### config.mk
export PLATFORM = sky130hd
export DESIGN_NAME = fgc_regs
export DESIGN_NICKNAME = d
export VERILOG_FILES = /design/src/fgc_pkg.sv /design/src/fgc_regs.sv
export SDC_FILE = /design/constraint.sdc
export NUM_CORES = 1
export LEC_CHECK = 0
export BUFFER_PORTS_ARGS = -buffer_cell sky130_fd_sc_hd__buf_2
export CORE_MARGIN = 2
export CORE_UTILIZATION = 50
export CTS_BUF_LIST = sky130_fd_sc_hd__clkbuf_2 sky130_fd_sc_hd__clkbuf_4 sky130_fd_sc_hd__clkbuf_8
export DETAILED_ROUTE_END_ITERATION = 7
export MAX_ROUTING_LAYER = met4
export PLACE_DENSITY_LB_ADDON = 0.15
export SLEW_MARGIN = 20
export SYNTH_ARGS = -nofsm -noshare
export SYNTH_HDL_FRONTEND = slang
export SYNTH_SLANG_ARGS = --single-unit
### constraint.sdc
create_clock -name CLOCK -period 4.15 [get_ports CLOCK]
set_clock_uncertainty 0.05 [all_clocks]
set_input_delay 0.6225 -clock CLOCK [delete_from_list [all_inputs] [get_ports CLOCK]]
set_output_delay 0.6225 -clock CLOCK [all_outputs]
set_load 0.1 [all_outputs]
### src/fgc_pkg.sv
// Constants shared by the fault, pin three and time-base register slice
package fgc_pkg;

  // **********************************************************************
  // Register offsets
  // **********************************************************************
  localparam logic [7:0] FGC_OFS_FAULT_TWO   = 8'h41;
  localparam logic [7:0] FGC_OFS_PIN3_CTRL   = 8'h42;
  localparam logic [7:0] FGC_OFS_DIVIDER     = 8'h43;

  // **********************************************************************
  // Field positions
  // **********************************************************************
  localparam int FGC_F2_RESERVED    = 7;
  localparam int FGC_F2_PIN_ONE     = 6;
  localparam int FGC_F2_PIN_TWO     = 5;
  localparam int FGC_F2_PIN_THREE   = 4;
  localparam int FGC_F2_STUCK_WAKE  = 3;
  localparam int FGC_F2_ENERGY_OVF  = 2;
  localparam int FGC_F2_CHARGE_OVF  = 1;
  localparam int FGC_F2_TIME_OVF    = 0;
  localparam int FGC_GC_ALERT_GEN   = 7;
  localparam int FGC_GC_PULL_DOWN   = 6;
  localparam int FGC_DIV_WIDTH      = 5;

  // **********************************************************************
  // Reset values
  // **********************************************************************
  localparam logic [7:0] FGC_RST_FAULT_TWO   = 8'h80;
  localparam logic [1:0] FGC_RST_PIN3_CTRL   = 2'h0;
  localparam logic [4:0] FGC_RST_DIVIDER     = 5'h04;

  // **********************************************************************
  // Pin configuration codes
  // **********************************************************************
  localparam logic [1:0] FGC_CFG_IN_HIGH     = 2'h3;
  localparam logic [1:0] FGC_CFG_IN_LOW      = 2'h2;
  localparam logic [1:0] FGC_CFG_GP_OUT      = 2'h1;
  localparam logic [1:0] FGC_CFG_ALERT_OUT   = 2'h0;

  // **********************************************************************
  // Identity value, arbitrary
  // **********************************************************************
  localparam logic [15:0] FGC_MAKER_PART_CODE = 16'h5A5A;

endpackage

### src/fgc_regs.sv
// Fault flags, pin three control, time-base divider and data byte layout
`timescale 1ns/1ns
`default_nettype none

module fgc_regs
  import fgc_pkg::*;
(
  input  wire logic        CLOCK,
  input  wire logic        RESETN,
  input  wire logic [7:0]  REG_ADDR,
  input  wire logic        REG_WRITE,
  input  wire logic        REG_READ,
  input  wire logic [7:0]  REG_WDATA,
  output logic      [7:0]  REG_RDATA,
  input  wire logic [1:0]  PIN_ONE_CONFIG,
  input  wire logic [1:0]  PIN_TWO_CONFIG,
  input  wire logic [1:0]  PIN_THREE_CONFIG,
  input  wire logic        GP_PIN_ONE_IN,
  input  wire logic        GP_PIN_TWO_IN,
  input  wire logic        GP_PIN_THREE_IN,
  output logic             GP_PIN_THREE_OUT,
  output logic             GP_PIN_THREE_OE_N,
  input  wire logic        STUCK_BUS_TIMEOUT_ENABLE,
  input  wire logic        STUCK_BUS_WAKE,
  input  wire logic        ENERGY_OVERFLOW,
  input  wire logic        CHARGE_OVERFLOW,
  input  wire logic        TIME_OVERFLOW,
  input  wire logic        ALERT_EVENT,
  input  wire logic        EXT_TIMEBASE_INPUT,
  output logic             SYS_CLOCK_OUT,
  input  wire logic [11:0] ADC_VALUE,
  input  wire logic [23:0] POWER_VALUE,
  input  wire logic [31:0] ACC_VALUE,
  output logic      [7:0]  ADC_VALUE_HIGH_BYTE,
  output logic      [7:0]  ADC_VALUE_LOW_BYTE,
  output logic      [7:0]  POWER_VALUE_BYTE2,
  output logic      [7:0]  POWER_VALUE_BYTE1,
  output logic      [7:0]  POWER_VALUE_BYTE0,
  output logic      [7:0]  ACCUMULATOR_BYTE3,
  output logic      [7:0]  ACCUMULATOR_BYTE2,
  output logic      [7:0]  ACCUMULATOR_BYTE1,
  output logic      [7:0]  ACCUMULATOR_BYTE0,
  output logic      [7:0]  MAKER_PART_CODE_HIGH,
  output logic      [7:0]  MAKER_PART_CODE_LOW
);

  // **********************************************************************
  // Pin synchronisers
  // **********************************************************************
  logic [3:0] sync_first;
  logic [3:0] sync_second;
  logic [2:0] pin_level;
  logic       timebase_level;

  // First stage feeds only the second stage; pins are asynchronous
  always_ff @(posedge CLOCK)
  begin
    if (!RESETN)
    begin
      sync_first  <= 4'h0;
      sync_second <= 4'h0;
    end
    else
    begin
      sync_first  <= {EXT_TIMEBASE_INPUT, GP_PIN_THREE_IN, GP_PIN_TWO_IN, GP_PIN_ONE_IN};
      sync_second <= sync_first;
    end
  end

  assign pin_level      = sync_second[2:0];
  assign timebase_level = sync_second[3];

  // **********************************************************************
  // Register access decode
  // **********************************************************************
  logic wr_fault;
  logic wr_pin3;
  logic wr_div;

  assign wr_fault = REG_WRITE && (REG_ADDR == FGC_OFS_FAULT_TWO);
  assign wr_pin3  = REG_WRITE && (REG_ADDR == FGC_OFS_PIN3_CTRL);
  assign wr_div   = REG_WRITE && (REG_ADDR == FGC_OFS_DIVIDER);

  // **********************************************************************
  // Fault flag sources
  // **********************************************************************
  logic [1:0] pin_config [3];
  logic [7:0] fault_set;

  assign pin_config[0] = PIN_ONE_CONFIG;
  assign pin_config[1] = PIN_TWO_CONFIG;
  assign pin_config[2] = PIN_THREE_CONFIG;

  // Pin one maps to bit 6, pin three to bit 4
  genvar g;
  generate
    for (g = 0; g < 3; g++)
    begin : g_pin_fault
      assign fault_set[FGC_F2_PIN_ONE - g] =
        ((pin_config[g] == FGC_CFG_IN_HIGH) &&  pin_level[g]) ||
        ((pin_config[g] == FGC_CFG_IN_LOW)  && !pin_level[g]);
    end
  endgenerate

  assign fault_set[FGC_F2_RESERVED]   = 1'b0;
  assign fault_set[FGC_F2_STUCK_WAKE] = STUCK_BUS_TIMEOUT_ENABLE && STUCK_BUS_WAKE;
  assign fault_set[FGC_F2_ENERGY_OVF] = ENERGY_OVERFLOW;
  assign fault_set[FGC_F2_CHARGE_OVF] = CHARGE_OVERFLOW;
  assign fault_set[FGC_F2_TIME_OVF]   = TIME_OVERFLOW;

  // **********************************************************************
  // Sticky fault flags
  // **********************************************************************
  logic [7:0] fault_two;
  logic [7:0] next_fault_two;

  // A new event still lands beside a clearing write, so no fault is lost
  always_comb
  begin
    next_fault_two = fault_two;
    if (wr_fault)
    begin
      next_fault_two = fault_two & REG_WDATA;
    end
    next_fault_two = next_fault_two | fault_set;
  end

  always_ff @(posedge CLOCK)
  begin
    if (!RESETN)
    begin
      fault_two <= FGC_RST_FAULT_TWO;
    end
    else
    begin
      fault_two <= next_fault_two;
    end
  end

  // **********************************************************************
  // Pin three control
  // **********************************************************************
  logic alert_generated;
  logic pull_down;

  // Only a written zero clears it; an alert in the clearing cycle wins
  always_ff @(posedge CLOCK)
  begin
    if (!RESETN)
    begin
      alert_generated <= FGC_RST_PIN3_CTRL[1];
    end
    else if (ALERT_EVENT)
    begin
      alert_generated <= 1'b1;
    end
    else if (wr_pin3)
    begin
      alert_generated <= REG_WDATA[FGC_GC_ALERT_GEN];
    end
  end

  always_ff @(posedge CLOCK)
  begin
    if (!RESETN)
    begin
      pull_down <= FGC_RST_PIN3_CTRL[0];
    end
    else if (wr_pin3)
    begin
      pull_down <= REG_WDATA[FGC_GC_PULL_DOWN];
    end
  end

  // **********************************************************************
  // Pin three driver
  // **********************************************************************
  logic pin3_drive_low;

  // The pin only ever pulls low; high is left to the external pull-up
  always_ff @(posedge CLOCK)
  begin
    if (!RESETN)
    begin
      pin3_drive_low <= 1'b0;
    end
    else
    begin
      unique case (PIN_THREE_CONFIG)
        FGC_CFG_ALERT_OUT: pin3_drive_low <= alert_generated;
        FGC_CFG_GP_OUT:    pin3_drive_low <= pull_down;
        FGC_CFG_IN_LOW, FGC_CFG_IN_HIGH: pin3_drive_low <= 1'b0;
      endcase
    end
  end

  assign GP_PIN_THREE_OUT  = 1'b0;
  assign GP_PIN_THREE_OE_N = !pin3_drive_low;

  // **********************************************************************
  // Time-base divider
  // **********************************************************************
  logic [4:0] divider;
  logic       timebase_prev;
  logic       timebase_rise;
  logic [5:0] edge_count;
  logic [5:0] half_period;
  logic       sys_clock;

  always_ff @(posedge CLOCK)
  begin
    if (!RESETN)
    begin
      divider <= FGC_RST_DIVIDER;
    end
    else if (wr_div)
    begin
      divider <= REG_WDATA[FGC_DIV_WIDTH-1:0];
    end
  end

  always_ff @(posedge CLOCK)
  begin
    if (!RESETN)
    begin
      timebase_prev <= 1'b0;
    end
    else
    begin
      timebase_prev <= timebase_level;
    end
  end

  assign timebase_rise = timebase_level && !timebase_prev;

  // Toggle every 2*N rises: period of 4*N input cycles; a zero divider wraps, never stalls
  assign half_period = 6'({divider, 1'b0} - 6'h01);

  always_ff @(posedge CLOCK)
  begin
    if (!RESETN)
    begin
      edge_count <= 6'h00;
      sys_clock  <= 1'b0;
    end
    else if (timebase_rise)
    begin
      if (edge_count >= half_period)
      begin
        edge_count <= 6'h00;
        sys_clock  <= !sys_clock;
      end
      else
      begin
        edge_count <= 6'(edge_count + 6'h01);
      end
    end
  end

  assign SYS_CLOCK_OUT = sys_clock;

  // **********************************************************************
  // Register read port
  // **********************************************************************
  logic [7:0] next_rdata;

  always_comb
  begin
    unique case (REG_ADDR)
      FGC_OFS_FAULT_TWO: next_rdata = fault_two;
      FGC_OFS_PIN3_CTRL: next_rdata = {alert_generated, pull_down, 6'h00};
      FGC_OFS_DIVIDER:   next_rdata = {3'h0, divider};
      default:           next_rdata = 8'h00;
    endcase
  end

  // Data is held until the next read so the slave engine may shift it
  always_ff @(posedge CLOCK)
  begin
    if (!RESETN)
    begin
      REG_RDATA <= 8'h00;
    end
    else if (REG_READ)
    begin
      REG_RDATA <= next_rdata;
    end
  end

  // **********************************************************************
  // Measurement byte layout
  // **********************************************************************
  logic [7:0] acc_bytes [4];
  logic [7:0] pwr_bytes [3];

  always_ff @(posedge CLOCK)
  begin
    if (!RESETN)
    begin
      ADC_VALUE_HIGH_BYTE <= 8'h00;
      ADC_VALUE_LOW_BYTE  <= 8'h00;
    end
    else
    begin
      ADC_VALUE_HIGH_BYTE <= ADC_VALUE[11:4];
      ADC_VALUE_LOW_BYTE  <= {ADC_VALUE[3:0], 4'h0};
    end
  end

  // Byte index 0 holds the least significant bits, read out last
  generate
    for (g = 0; g < 3; g++)
    begin : g_power_byte
      always_ff @(posedge CLOCK)
      begin
        if (!RESETN)
        begin
          pwr_bytes[g] <= 8'h00;
        end
        else
        begin
          pwr_bytes[g] <= POWER_VALUE[8*g +: 8];
        end
      end
    end
    for (g = 0; g < 4; g++)
    begin : g_acc_byte
      always_ff @(posedge CLOCK)
      begin
        if (!RESETN)
        begin
          acc_bytes[g] <= 8'h00;
        end
        else
        begin
          acc_bytes[g] <= ACC_VALUE[8*g +: 8];
        end
      end
    end
  endgenerate

  assign POWER_VALUE_BYTE2 = pwr_bytes[2];
  assign POWER_VALUE_BYTE1 = pwr_bytes[1];
  assign POWER_VALUE_BYTE0 = pwr_bytes[0];
  assign ACCUMULATOR_BYTE3 = acc_bytes[3];
  assign ACCUMULATOR_BYTE2 = acc_bytes[2];
  assign ACCUMULATOR_BYTE1 = acc_bytes[1];
  assign ACCUMULATOR_BYTE0 = acc_bytes[0];

  // Identity value is arbitrary and carries no maker meaning
  assign MAKER_PART_CODE_HIGH = FGC_MAKER_PART_CODE[15:8];
  assign MAKER_PART_CODE_LOW  = FGC_MAKER_PART_CODE[7:0];

endmodule

`default_nettype wire

### Word-level counts from Yosys, hierarchy flattened

Memories as Yosys holds them, arrays and structs flattened.
Cells that the tools add are included.

* register bits: 56
* memory bits (writable): 56
* output and inout bits: 99
* logic and storage cells: 77
* memories: 2

* add/subtract/negate cells: 2
* order comparisons: 1
* equal/unequal tests: 10
* mux-type cells: 15
* bitwise gates (word level): 9
* reduce and logical (&&, ||, !) cells: 24

Memories
* acc_bytes: words 4, width 8, rd ports 4, clocked after memory_dff 0, write ports 4, line fgc_regs.sv:293 `logic [7:0] acc_bytes [4];`
* pwr_bytes: words 3, width 8, rd ports 3, clocked after memory_dff 0, write ports 3, line fgc_regs.sv:294 `logic [7:0] pwr_bytes [3];`

Operators by type and width (number)
* $mux W8: 8
* $eq A8 B7 Y1 const B: 3
* $pmux W8 S3: 1
* $eq A2 B2 Y1 const B: 6
* $logic_and A1 B1 Y1: 11
* $and A8 B8 Y8: 1
* $or A8 B7 Y8: 1
* $or A1 B1 Y1: 7
* $add A6 B1 Y6 const B: 1
* $ge A6 B6 Y1: 1
* $logic_not A1 Y1: 6
* $mux W6: 1
* $sub A6 B1 Y6 const B: 1
* $mux W1: 4
* $logic_or A1 B1 Y1: 3
* $pmux W1 S3: 1
* $eq A2 B1 Y1 const B: 1
* $logic_not A2 Y1: 1
* $reduce_and A2 Y1: 1
* $reduce_bool A2 Y1: 1
* $reduce_or A2 Y1: 1

### Logic depth before layout (Yosys ltp)

Gate-level depths: netlist of the first run.

* word-level depth: 4
* depth in mapped cells: 9
* mapped depth without buffers: 9

### Least setup slack after synthesis of the first run

OpenSTA, ideal clock, no wires.

* kind: register to register
* from: register divider[0]
* to: register sys_clock (netlist: SYS_CLOCK_OUT)
* library setup time: 0.115 ns
* data arrival time: 1.681 ns
* required time: 3.985 ns
* path slack: 2.305 ns
* stages on the path, launching flop included: 9
* path buffers: 0
* clock period less this slack: 1.845 ns
* path through: dfxtp_1 -> inv_1 -> ha_1 -> xnor2_1 -> ha_1 -> a211oi_1 -> o211a_1 -> nor3_1 -> o21a_1

* word-level cells in the longest chain between the ends: 3

RTL lines
* from (decl): line fgc_regs.sv:203 `logic [4:0] divider;`
* from (signal assigned): line fgc_regs.sv:218 `divider <= REG_WDATA[FGC_DIV_WIDTH-1:0];`
* $sub A6 B1 Y6: line fgc_regs.sv:237 `assign half_period = 6'({divider, 1'b0} - 6'h01);`
* $ge A6 B6 Y1: line fgc_regs.sv:248 `if (edge_count >= half_period)`
* $reduce_and A2 Y1 (no line)
* to (signal assigned): line fgc_regs.sv:251 `sys_clock <= !sys_clock;`
* to (decl): line fgc_regs.sv:208 `logic sys_clock;`

No other way between the ends.
A chain may end at the register's enable or synchronous reset.

### Worst setup path in the final report of the first run

* from: register divider[0]
* to: register edge_count[3]

* word-level cells in the longest chain between the ends: 3

RTL lines
* $sub A6 B1 Y6: line fgc_regs.sv:237
* $ge A6 B6 Y1: line fgc_regs.sv:248
* $mux W6: line fgc_regs.sv:248
* to (signal assigned): line fgc_regs.sv:255 `edge_count <= 6'(edge_count + 6'h01);`
* to (decl): line fgc_regs.sv:206 `logic [5:0] edge_count;`

No other way between the ends.

==> impl_summary.txt, run 1 <==
----------------------------------------------------
[Yosys]
  Synthesized cell area ... 0.003780 mm²
  Number of synthesized flops with an enable pin ... 0
  Share of the synthesized area in the top cell type ... between 50% and 60%
  Gate Count Post-Synth ... 357
  #FFs+latches synth ... ~110
  Synth Area per Inst ... 10.59 µm²
  Sequential fraction of the synthesis area ... between 50 and 60%
  Count of distinct cell types in the synthesized netlist ... 39
  Number of warnings printed during yosys synthesis ... 0
  Async SR Flop Fraction ... 0%
  Predominant post-synthesis flop cell ... sky130_fd_sc_hd__dfxtp_1
  Post-synth top area cell ... sky130_fd_sc_hd__dfxtp_1
  Leading post-synthesis cells by cell area ... sky130_fd_sc_hd__dfxtp_1, sky130_fd_sc_hd__and2_1, sky130_fd_sc_hd__buf_4, sky130_fd_sc_hd__mux2i_1, sky130_fd_sc_hd__ha_1

[Critical path]
  Critical path type ... flop to flop
  Critical path endpoint category ... flop
  Worst setup slack for register-to-register paths ... 2.03 ns
  Longest individual stage delay on the worst path ... 0.42 ns
  Depth of the most critical reg-to-reg path ... 9
  Library cell appearing most often on the critical path ... sky130_fd_sc_hd__ha_1
  Crit path DAT ... 2.35 ns
  Sequence of cells on the critical path ... inv_1, ha_1, nand2_1, xor2_1, ha_1, o21a_1, o21ai_0, o21ai_1, nor2_1
  Launching element type of the critical path ... flop
  Worst flop-to-flop path startpoint ... divider[0]$_SDFFE_PN0P_
  Maximum fanout along the worst path ... 6
  Required time reported for the critical path endpoint ... 4.38 ns
  Worst r2r dst ... edge_count[3]$_SDFFE_PN0P_
  Highest-delay cell along the critical path ... sky130_fd_sc_hd__dfxtp_1

[CTS]
  Htree depth ... 3
  Later-pin clock latency in the skew report ... 0.35 ns
  CTS tree ... yes
  Maximum clock path buffer count ... 2
  Number of setup buffers added after CTS ... 0
  CTS hold repair buffers ... 0
  Post-cts resize count ... 0
  CTS root buf ... sky130_fd_sc_hd__clkbuf_8
  CTS Buf Count ... 9
  Number of sinks driven by the clock tree ... about 110
  Post-CTS clock slew at the launch and capture registers of the worst setup and hold paths ... 0.10 ns

[Worst hold path]
  Hold Crit Endpoint ... pin3_drive_low$_SDFF_PN0_
  HP Class ... primary input to flop
  Startpoint of the worst hold path ... PIN_THREE_CONFIG[1]
  Worst hold stages ... 2

[Final layout]
  Area Growth Syn to Fin ... 28.67%
  Final Instance Area ... 0.004863 mm²
  Number of cells in the finished layout apart from fillers ... 637
  Utilization of the core after routing ... 66.70%
  Most common cell after layout, fill and taps aside ... sky130_fd_sc_hd__buf_2
  Number of nets in the finished design ... 643
  Layout fillers ... roughly 670
  Share of post-route cells with drive strength above 1 ... a little under two fifths
  Commonest cells after routing, fill and taps aside ... sky130_fd_sc_hd__buf_2, sky130_fd_sc_hd__dfxtp_1, sky130_fd_sc_hd__and2_1

[STA]
  Slew margin rel. ... between 60% and 70%
  Post-route minimum period ... ~2.1 ns
  Setup TNS ... 0 ns
  Max-slew violation total from the final report ... 0
  Transition time at the pin with the least slew margin ... 0.5778 ns
  Achievable Freq ... 0.4717 GHz
  Period utilization ... 51.08%
  Final worst hold slack ... between 0.3 and 0.4 ns
  RSZ-0062 raised after global routing ... no
  Hold violation total from the final report ... 0
  Number of setup violations in the final report ... 0

[Global route]
  Number of global-route vias before repair ... approximately 2.7k
  First-pass GRT wire length ... 12.00 mm
  Maximum number of pins on one net before global-route repair ... 80
  Antenna violations before repair ... 1
  All-layer global routing usage ... a little under a fifth
  Congestion Overflow GR ... 0

[Floorplan]
  Full die area ... about 0.0083 mm²
  Placeable core region ... approximately 0.0073 mm²
  Number of ports placed on the die boundary ... 203
  Die boundary height ... 90.95 µm
  Initial standard-cell utilization of the core ... 51.84%
  Row count ... 31
  Die span in x ... 90.95 µm

[Pwr]
  Reported leakage power ... 2.354 nW
  Peak supply drop ... 342.5 µV
  Internal power ... 1.460 mW
  Switch share ... about a third
  Portion of total power attributed to combinational logic ... a little over a fifth
  Power per cell area ... 458.6 mW/mm²
  Relative contribution of sequential cells to total power ... between 40% and 50%
  Clock share of power ... 29.0%
  Psw ... approximately 0.77 mW

[Route]
  Per-cell via count in the routed design ... 4.474
  Vias ... 2,850
  Post-detailed-routing wire length ... roughly 7.5 mm
  Avg WL per Cell ... between 10 and 15 µm
  Initial DRC Count ... 82
  Post-route antenna net violation count ... 0
  Count of unresolved DRC violations after routing ... 0
  Number of iterations in the first detailed-routing pass ... 4

[Placed design]
  Placed Area ... 0.004651 mm²
  GPL Wtd Cong ... 0.7925
  Total instance count after detailed placement ... 620
  Half-perimeter wire length of the detailed placement result ... 5.742 mm
  Count of port buffers added during placement ... around 180

[Run status]
  Run status ... finished clean

[Run]
  Maximum Capacitance Violations ... 0

----------------------------------------------------
flip-flops by register name, summed over array words and instances (netlist names), 4 cells and up:
name / count
acc_bytes: 32
divider: 5
REG_RDATA: 8
edge_count: 6
pwr_bytes: 24
ADC_VALUE_LOW_BYTE: 4
ADC_VALUE_HIGH_BYTE: 8
sync_second: 4
fault_two: 8
sync_first: 4
cell type report:
class	instances	area [µm²]	share of cell area, %
antenna	1	2.502	0.05145
clock buffer	9	123.9	2.547
clock inverter	7	83.83	1.724
inverter	8	30.03	0.6174
multi-input combinational	223	1421	29.23
sequential	108	2162	44.46
tap	99	123.9	2.547
timing repair buffer	182	915.9	18.83
power groups by stage:
| stage | Combinational [mW] | Sequential [mW] | Clock (mW) |
|---|---|---|---|
| floorplan | 0.158 | 1.38 | 0 |
| CTS | 0.493 | 1.09 | 0.673 |
| finish | 0.491 | 1.09 | 0.646 |
| global placement | 0.488 | 1.12 | 0 |
| global route | 0.509 | 1.10 | 0.718 |
| detailed placement | 0.492 | 1.12 | 0 |
cells in the mapped netlist (all sizes together), types with 5 or more instances:
master / number
xor2: 5
clkbuf: 13
o22ai: 5
nand2: 15
ha: 7
inv: 8
nor2b: 5
buf: 24
dfxtp: 108
xnor2: 6
and2: 83
nor2: 10
o21ai: 14
a21boi: 7
mux2i: 9
nand3: 7
worst max-delay path by stage:
stage	cells past startpoint	to	slack (ns)	start
finish	9	edge_count[3]$_SDFFE_PN0P_	2.03	divider[0]$_SDFFE_PN0P_
global route	9	edge_count[3]$_SDFFE_PN0P_	1.78	divider[0]$_SDFFE_PN0P_
CTS	9	edge_count[3]$_SDFFE_PN0P_	1.98	divider[0]$_SDFFE_PN0P_
detailed placement	3	REG_RDATA[7]$_SDFFE_PN0P_	1.99	RESETN
global placement	3	REG_RDATA[6]$_SDFFE_PN0P_	2.07	RESETN
floorplan	8	SYS_CLOCK_OUT$_SDFFE_PN0P_	2.30	divider[0]$_SDFFE_PN0P_
critical path, delay by kind of cell, from the launching register on:
family,cells,cell delay [ns]
DFF,1,0.42
xor gates and xnor gates,1,0.16
adders and majority gates,2,0.48
buffers and inverters,1,0.07
AOI/OAI and AO/OA,3,0.63
and+or+nand+nor,2,0.25
through the flow:
stage	setup slack, ns	total power [mW]
floorplan	2.305	1.533
global placement	2.072	1.605
detailed placement	1.991	1.610
CTS	1.983	2.260
global route	1.781	2.326
finish	2.030	2.230
metal layers:
| layer | up-vias | track usage [%] | routed length, µm |
|---|---|---|---|
| met5 | - | - | 0 |
| met4 | 0 | 6.818 | 153 |
| met3 | 11 | 5.643 | 558 |
| met2 | 112 | 30.37 | 3751 |
| met1 | 1272 | 21.61 | 3069 |
| li1 | 1455 | - | - |
cells by family (layout without fill, tap and decap cells):
family                   count (synthesis)  in the layout  share of synthesized area [%]
buffers and inverters                   45            206                          7.084
adder cells (fa/ha/maj)                  7              7                          2.317
XOR/XNOR                                11             11                          2.549
AND/OR/NAND/NOR                        136            136                          21.55
AO/OA/AOI/OAI                           38             38                          6.322
flip-flops                             108            108                          57.20
multiplexers                            10             10                          2.781
other                                    2             22                         0.1987
Note: power is estimated with default switching activity, not from simulation.
==> run 2, diff against run 1 <==
--- a/config.mk
+++ b/config.mk
@@ -7,7 +7,7 @@
 export LEC_CHECK = 0
 export BUFFER_PORTS_ARGS = -buffer_cell sky130_fd_sc_hd__buf_2
 export CORE_MARGIN = 2
-export CORE_UTILIZATION = 50
+export CORE_UTILIZATION = 42
 export CTS_BUF_LIST = sky130_fd_sc_hd__clkbuf_2 sky130_fd_sc_hd__clkbuf_4 sky130_fd_sc_hd__clkbuf_8
 export DETAILED_ROUTE_END_ITERATION = 7
 export MAX_ROUTING_LAYER = met4
==> constraint.sdc (replaced) <==
create_clock -name CLOCK -period 1.8 [get_ports CLOCK]
set_clock_uncertainty 0.05 [all_clocks]
set_input_delay 0.27 -clock CLOCK [delete_from_list [all_inputs] [get_ports CLOCK]]
set_output_delay 0.27 -clock CLOCK [all_outputs]
set_load 0.1 [all_outputs]
==> run 2 against run 1 <==
The run now ends with negative setup slack left. Sequential cell count did not move. Core utilization fell by 9.1 points. Sequential share of layout area fell by 1.3 points. Critical endpoint unchanged. Largest cell class unchanged. Highest routed layer unchanged.
==> impl_summary.txt, run 2 (synthesized netlist as in run 1, its figures left out) <==
----------------------------------------------------
[Worst hold path]
  HP Class ... primary input to flop
  Worst hold stages ... 2

[Route]
  Avg WL per Cell ... 11.89 µm
  Post-route antenna net violation count ... 0
  Count of unresolved DRC violations after routing ... 0
  Initial DRC Count ... 46
  Per-cell via count in the routed design ... 4.374
  Vias ... ~2.9k
  Post-detailed-routing wire length ... 7.821 mm
  Number of iterations in the first detailed-routing pass ... 4

[Floorplan]
  Row count ... 34
  Placeable core region ... 0.008721 mm²
  Initial standard-cell utilization of the core ... between 40 and 50%
  Number of ports placed on the die boundary ... 203
  Die boundary height ... slightly below 100 µm
  Full die area ... 0.009774 mm²
  Die span in x ... 98.87 µm

[CTS]
  Htree depth ... 3
  Later-pin clock latency in the skew report ... 0.35 ns
  CTS tree ... yes
  CTS root buf ... sky130_fd_sc_hd__clkbuf_8
  CTS Buf Count ... 9
  Number of sinks driven by the clock tree ... 108
  Post-CTS clock slew at the launch and capture registers of the worst setup and hold paths ... 0.10 ns
  Maximum clock path buffer count ... 2

[Final layout]
  Largest registers ... acc_bytes x32, pwr_bytes x24
  Commonest cells after routing, fill and taps aside ... sky130_fd_sc_hd__buf_2, sky130_fd_sc_hd__dfxtp_1, sky130_fd_sc_hd__and2_1
  Register with the most flip-flops ... acc_bytes
  Area Growth Syn to Fin ... 32.87%
  Number of cells in the finished layout apart from fillers ... approximately 660
  Share of post-route cells with drive strength above 1 ... 42.44%
  Most common cell after layout, fill and taps aside ... sky130_fd_sc_hd__buf_2
  Largest register FFs ... 32
  Number of nets in the finished design ... between 600 and 700

[Critical path]
  Required time reported for the critical path endpoint ... 2.01 ns
  Crit path DAT ... 2.11 ns
  Depth of the most critical reg-to-reg path ... 10
  Worst setup slack for register-to-register paths ... -0.10 ns
  Critical path type ... flop to flop
  Launching element type of the critical path ... flop
  Critical path endpoint category ... flop
  Maximum fanout along the worst path ... 6

[STA]
  Min setup slack post-route ... -0.1022 ns
  Post-route minimum period ... 1.902 ns
  Max-slew violation total from the final report ... 0
  Achievable Freq ... approximately 0.53 GHz
  Number of setup violations in the final report ... 7
  Hold violation total from the final report ... 0
  Period utilization ... 105.7%
  Setup TNS ... -0.6548 ns
  RSZ-0062 raised after global routing ... yes

[Global route]
  Number of global-route vias before repair ... 2,731
  First-pass GRT wire length ... 12.34 mm
  Maximum number of pins on one net before global-route repair ... 61
  Antenna violations before repair ... 1
  All-layer global routing usage ... 16.19%
  Congestion Overflow GR ... 0

[Placed design]
  GPL Wtd Cong ... 0.8760
  Worst Setup Slack post-DPL ... -0.1800 ns
  Half-perimeter wire length of the detailed placement result ... 6.068 mm
  Total instance count after detailed placement ... 639
  Count of port buffers added during placement ... 181

[Pwr]
  Power per cell area ... a little under 1000 mW/mm²
  Reported leakage power ... 2.415 nW
  Peak supply drop ... 548.7 µV

[Run]
  Maximum Capacitance Violations ... 0

[Run status]
  Failing checks ... negative setup slack
  Run status ... finished with violations

----------------------------------------------------
[run 2: cell types whose count changed in the layout (fill, tap and decap cells not counted), sizes merged]
cell | previous run | this run
buf | 182 | 195
clkinvlp | 3 | 2
bufinv | 1 | 0
clkinv | 1 | 2
[run 2: final timing paths]
| path | start | to |
|---|---|---|
| worst max-delay path | divider[1]$_SDFFE_PN0P_ | edge_count[3]$_SDFFE_PN0P_ |
| worst max register to register | divider[1]$_SDFFE_PN0P_ | edge_count[3]$_SDFFE_PN0P_ |
| worst min-delay path | PIN_THREE_CONFIG[1] | pin3_drive_low$_SDFF_PN0_ |
| worst min register to register | sync_first[3]$_SDFF_PN0_ | sync_second[3]$_SDFF_PN0_ |
[run 2: worst max-delay path, cell delays in order, from the launching register on]
cell and delay, ns:
sky130_fd_sc_hd__dfxtp_2 0.37, sky130_fd_sc_hd__inv_2 0.05, sky130_fd_sc_hd__ha_4 0.16, sky130_fd_sc_hd__xnor2_1 0.12, sky130_fd_sc_hd__ha_1 0.31, sky130_fd_sc_hd__buf_4 0.11
sky130_fd_sc_hd__nand2_1 0.05, sky130_fd_sc_hd__o211a_1 0.26, sky130_fd_sc_hd__o21ai_2 0.14, sky130_fd_sc_hd__buf_6 0.15, sky130_fd_sc_hd__nor2_1 0.05
[run 2: layer usage]
metal  global-route usage [%]  vias to the layer above  share of wire, %  routed length (µm)
met3                    5.106                       14               8.1                 636
met2                    26.66                      105                49                3839
li1                         -                     1480                 -                   -
met1                    18.17                     1279                41                3204
met4                    6.744                        0               1.8                 140
met5                        -                        -                 0                   0
[run 2: layout make-up]
type	instances	area, µm²
clock buffers	9	123.9
flip-flops and latches	108	2166
diodes	1	2.502
fillers	804	3699
multi-input cells	223	1485
well taps	108	135.1
inverters	8	30.03
clock inverters	6	48.80
repair buffers	195	1031
[run 2: through the flow]
step	utilization (%)	instance area [µm²]	total power, mW	hold WS [ns]
final	57.59	5022	4.978	0.03876
after global routing	57.59	5022	5.209	0.02934
after CTS	57.16	4985	5.045	0.01864
after detailed placement	54.48	4751	3.725	0.3677
after global placement	54.48	4751	3.714	0.3683
after floorplan	-	3852	3.535	0.2961
[run 2: repair_timing]
item	4_1_cts	5_1_grt
gates resized for setup	14	7
hold buffers	0	0
setup endpoints to repair	7	7
gates cloned	0	0
pin swaps	18	5
setup buffers	2	1
[run 2: power by group]
group / leakage (nW) / internal [mW] / switching [mW]
clock: 0.0836 / 0.510 / 0.799
combinational: 1.44 / 0.218 / 0.929
sequential: 0.894 / 2.49 / 0.0281
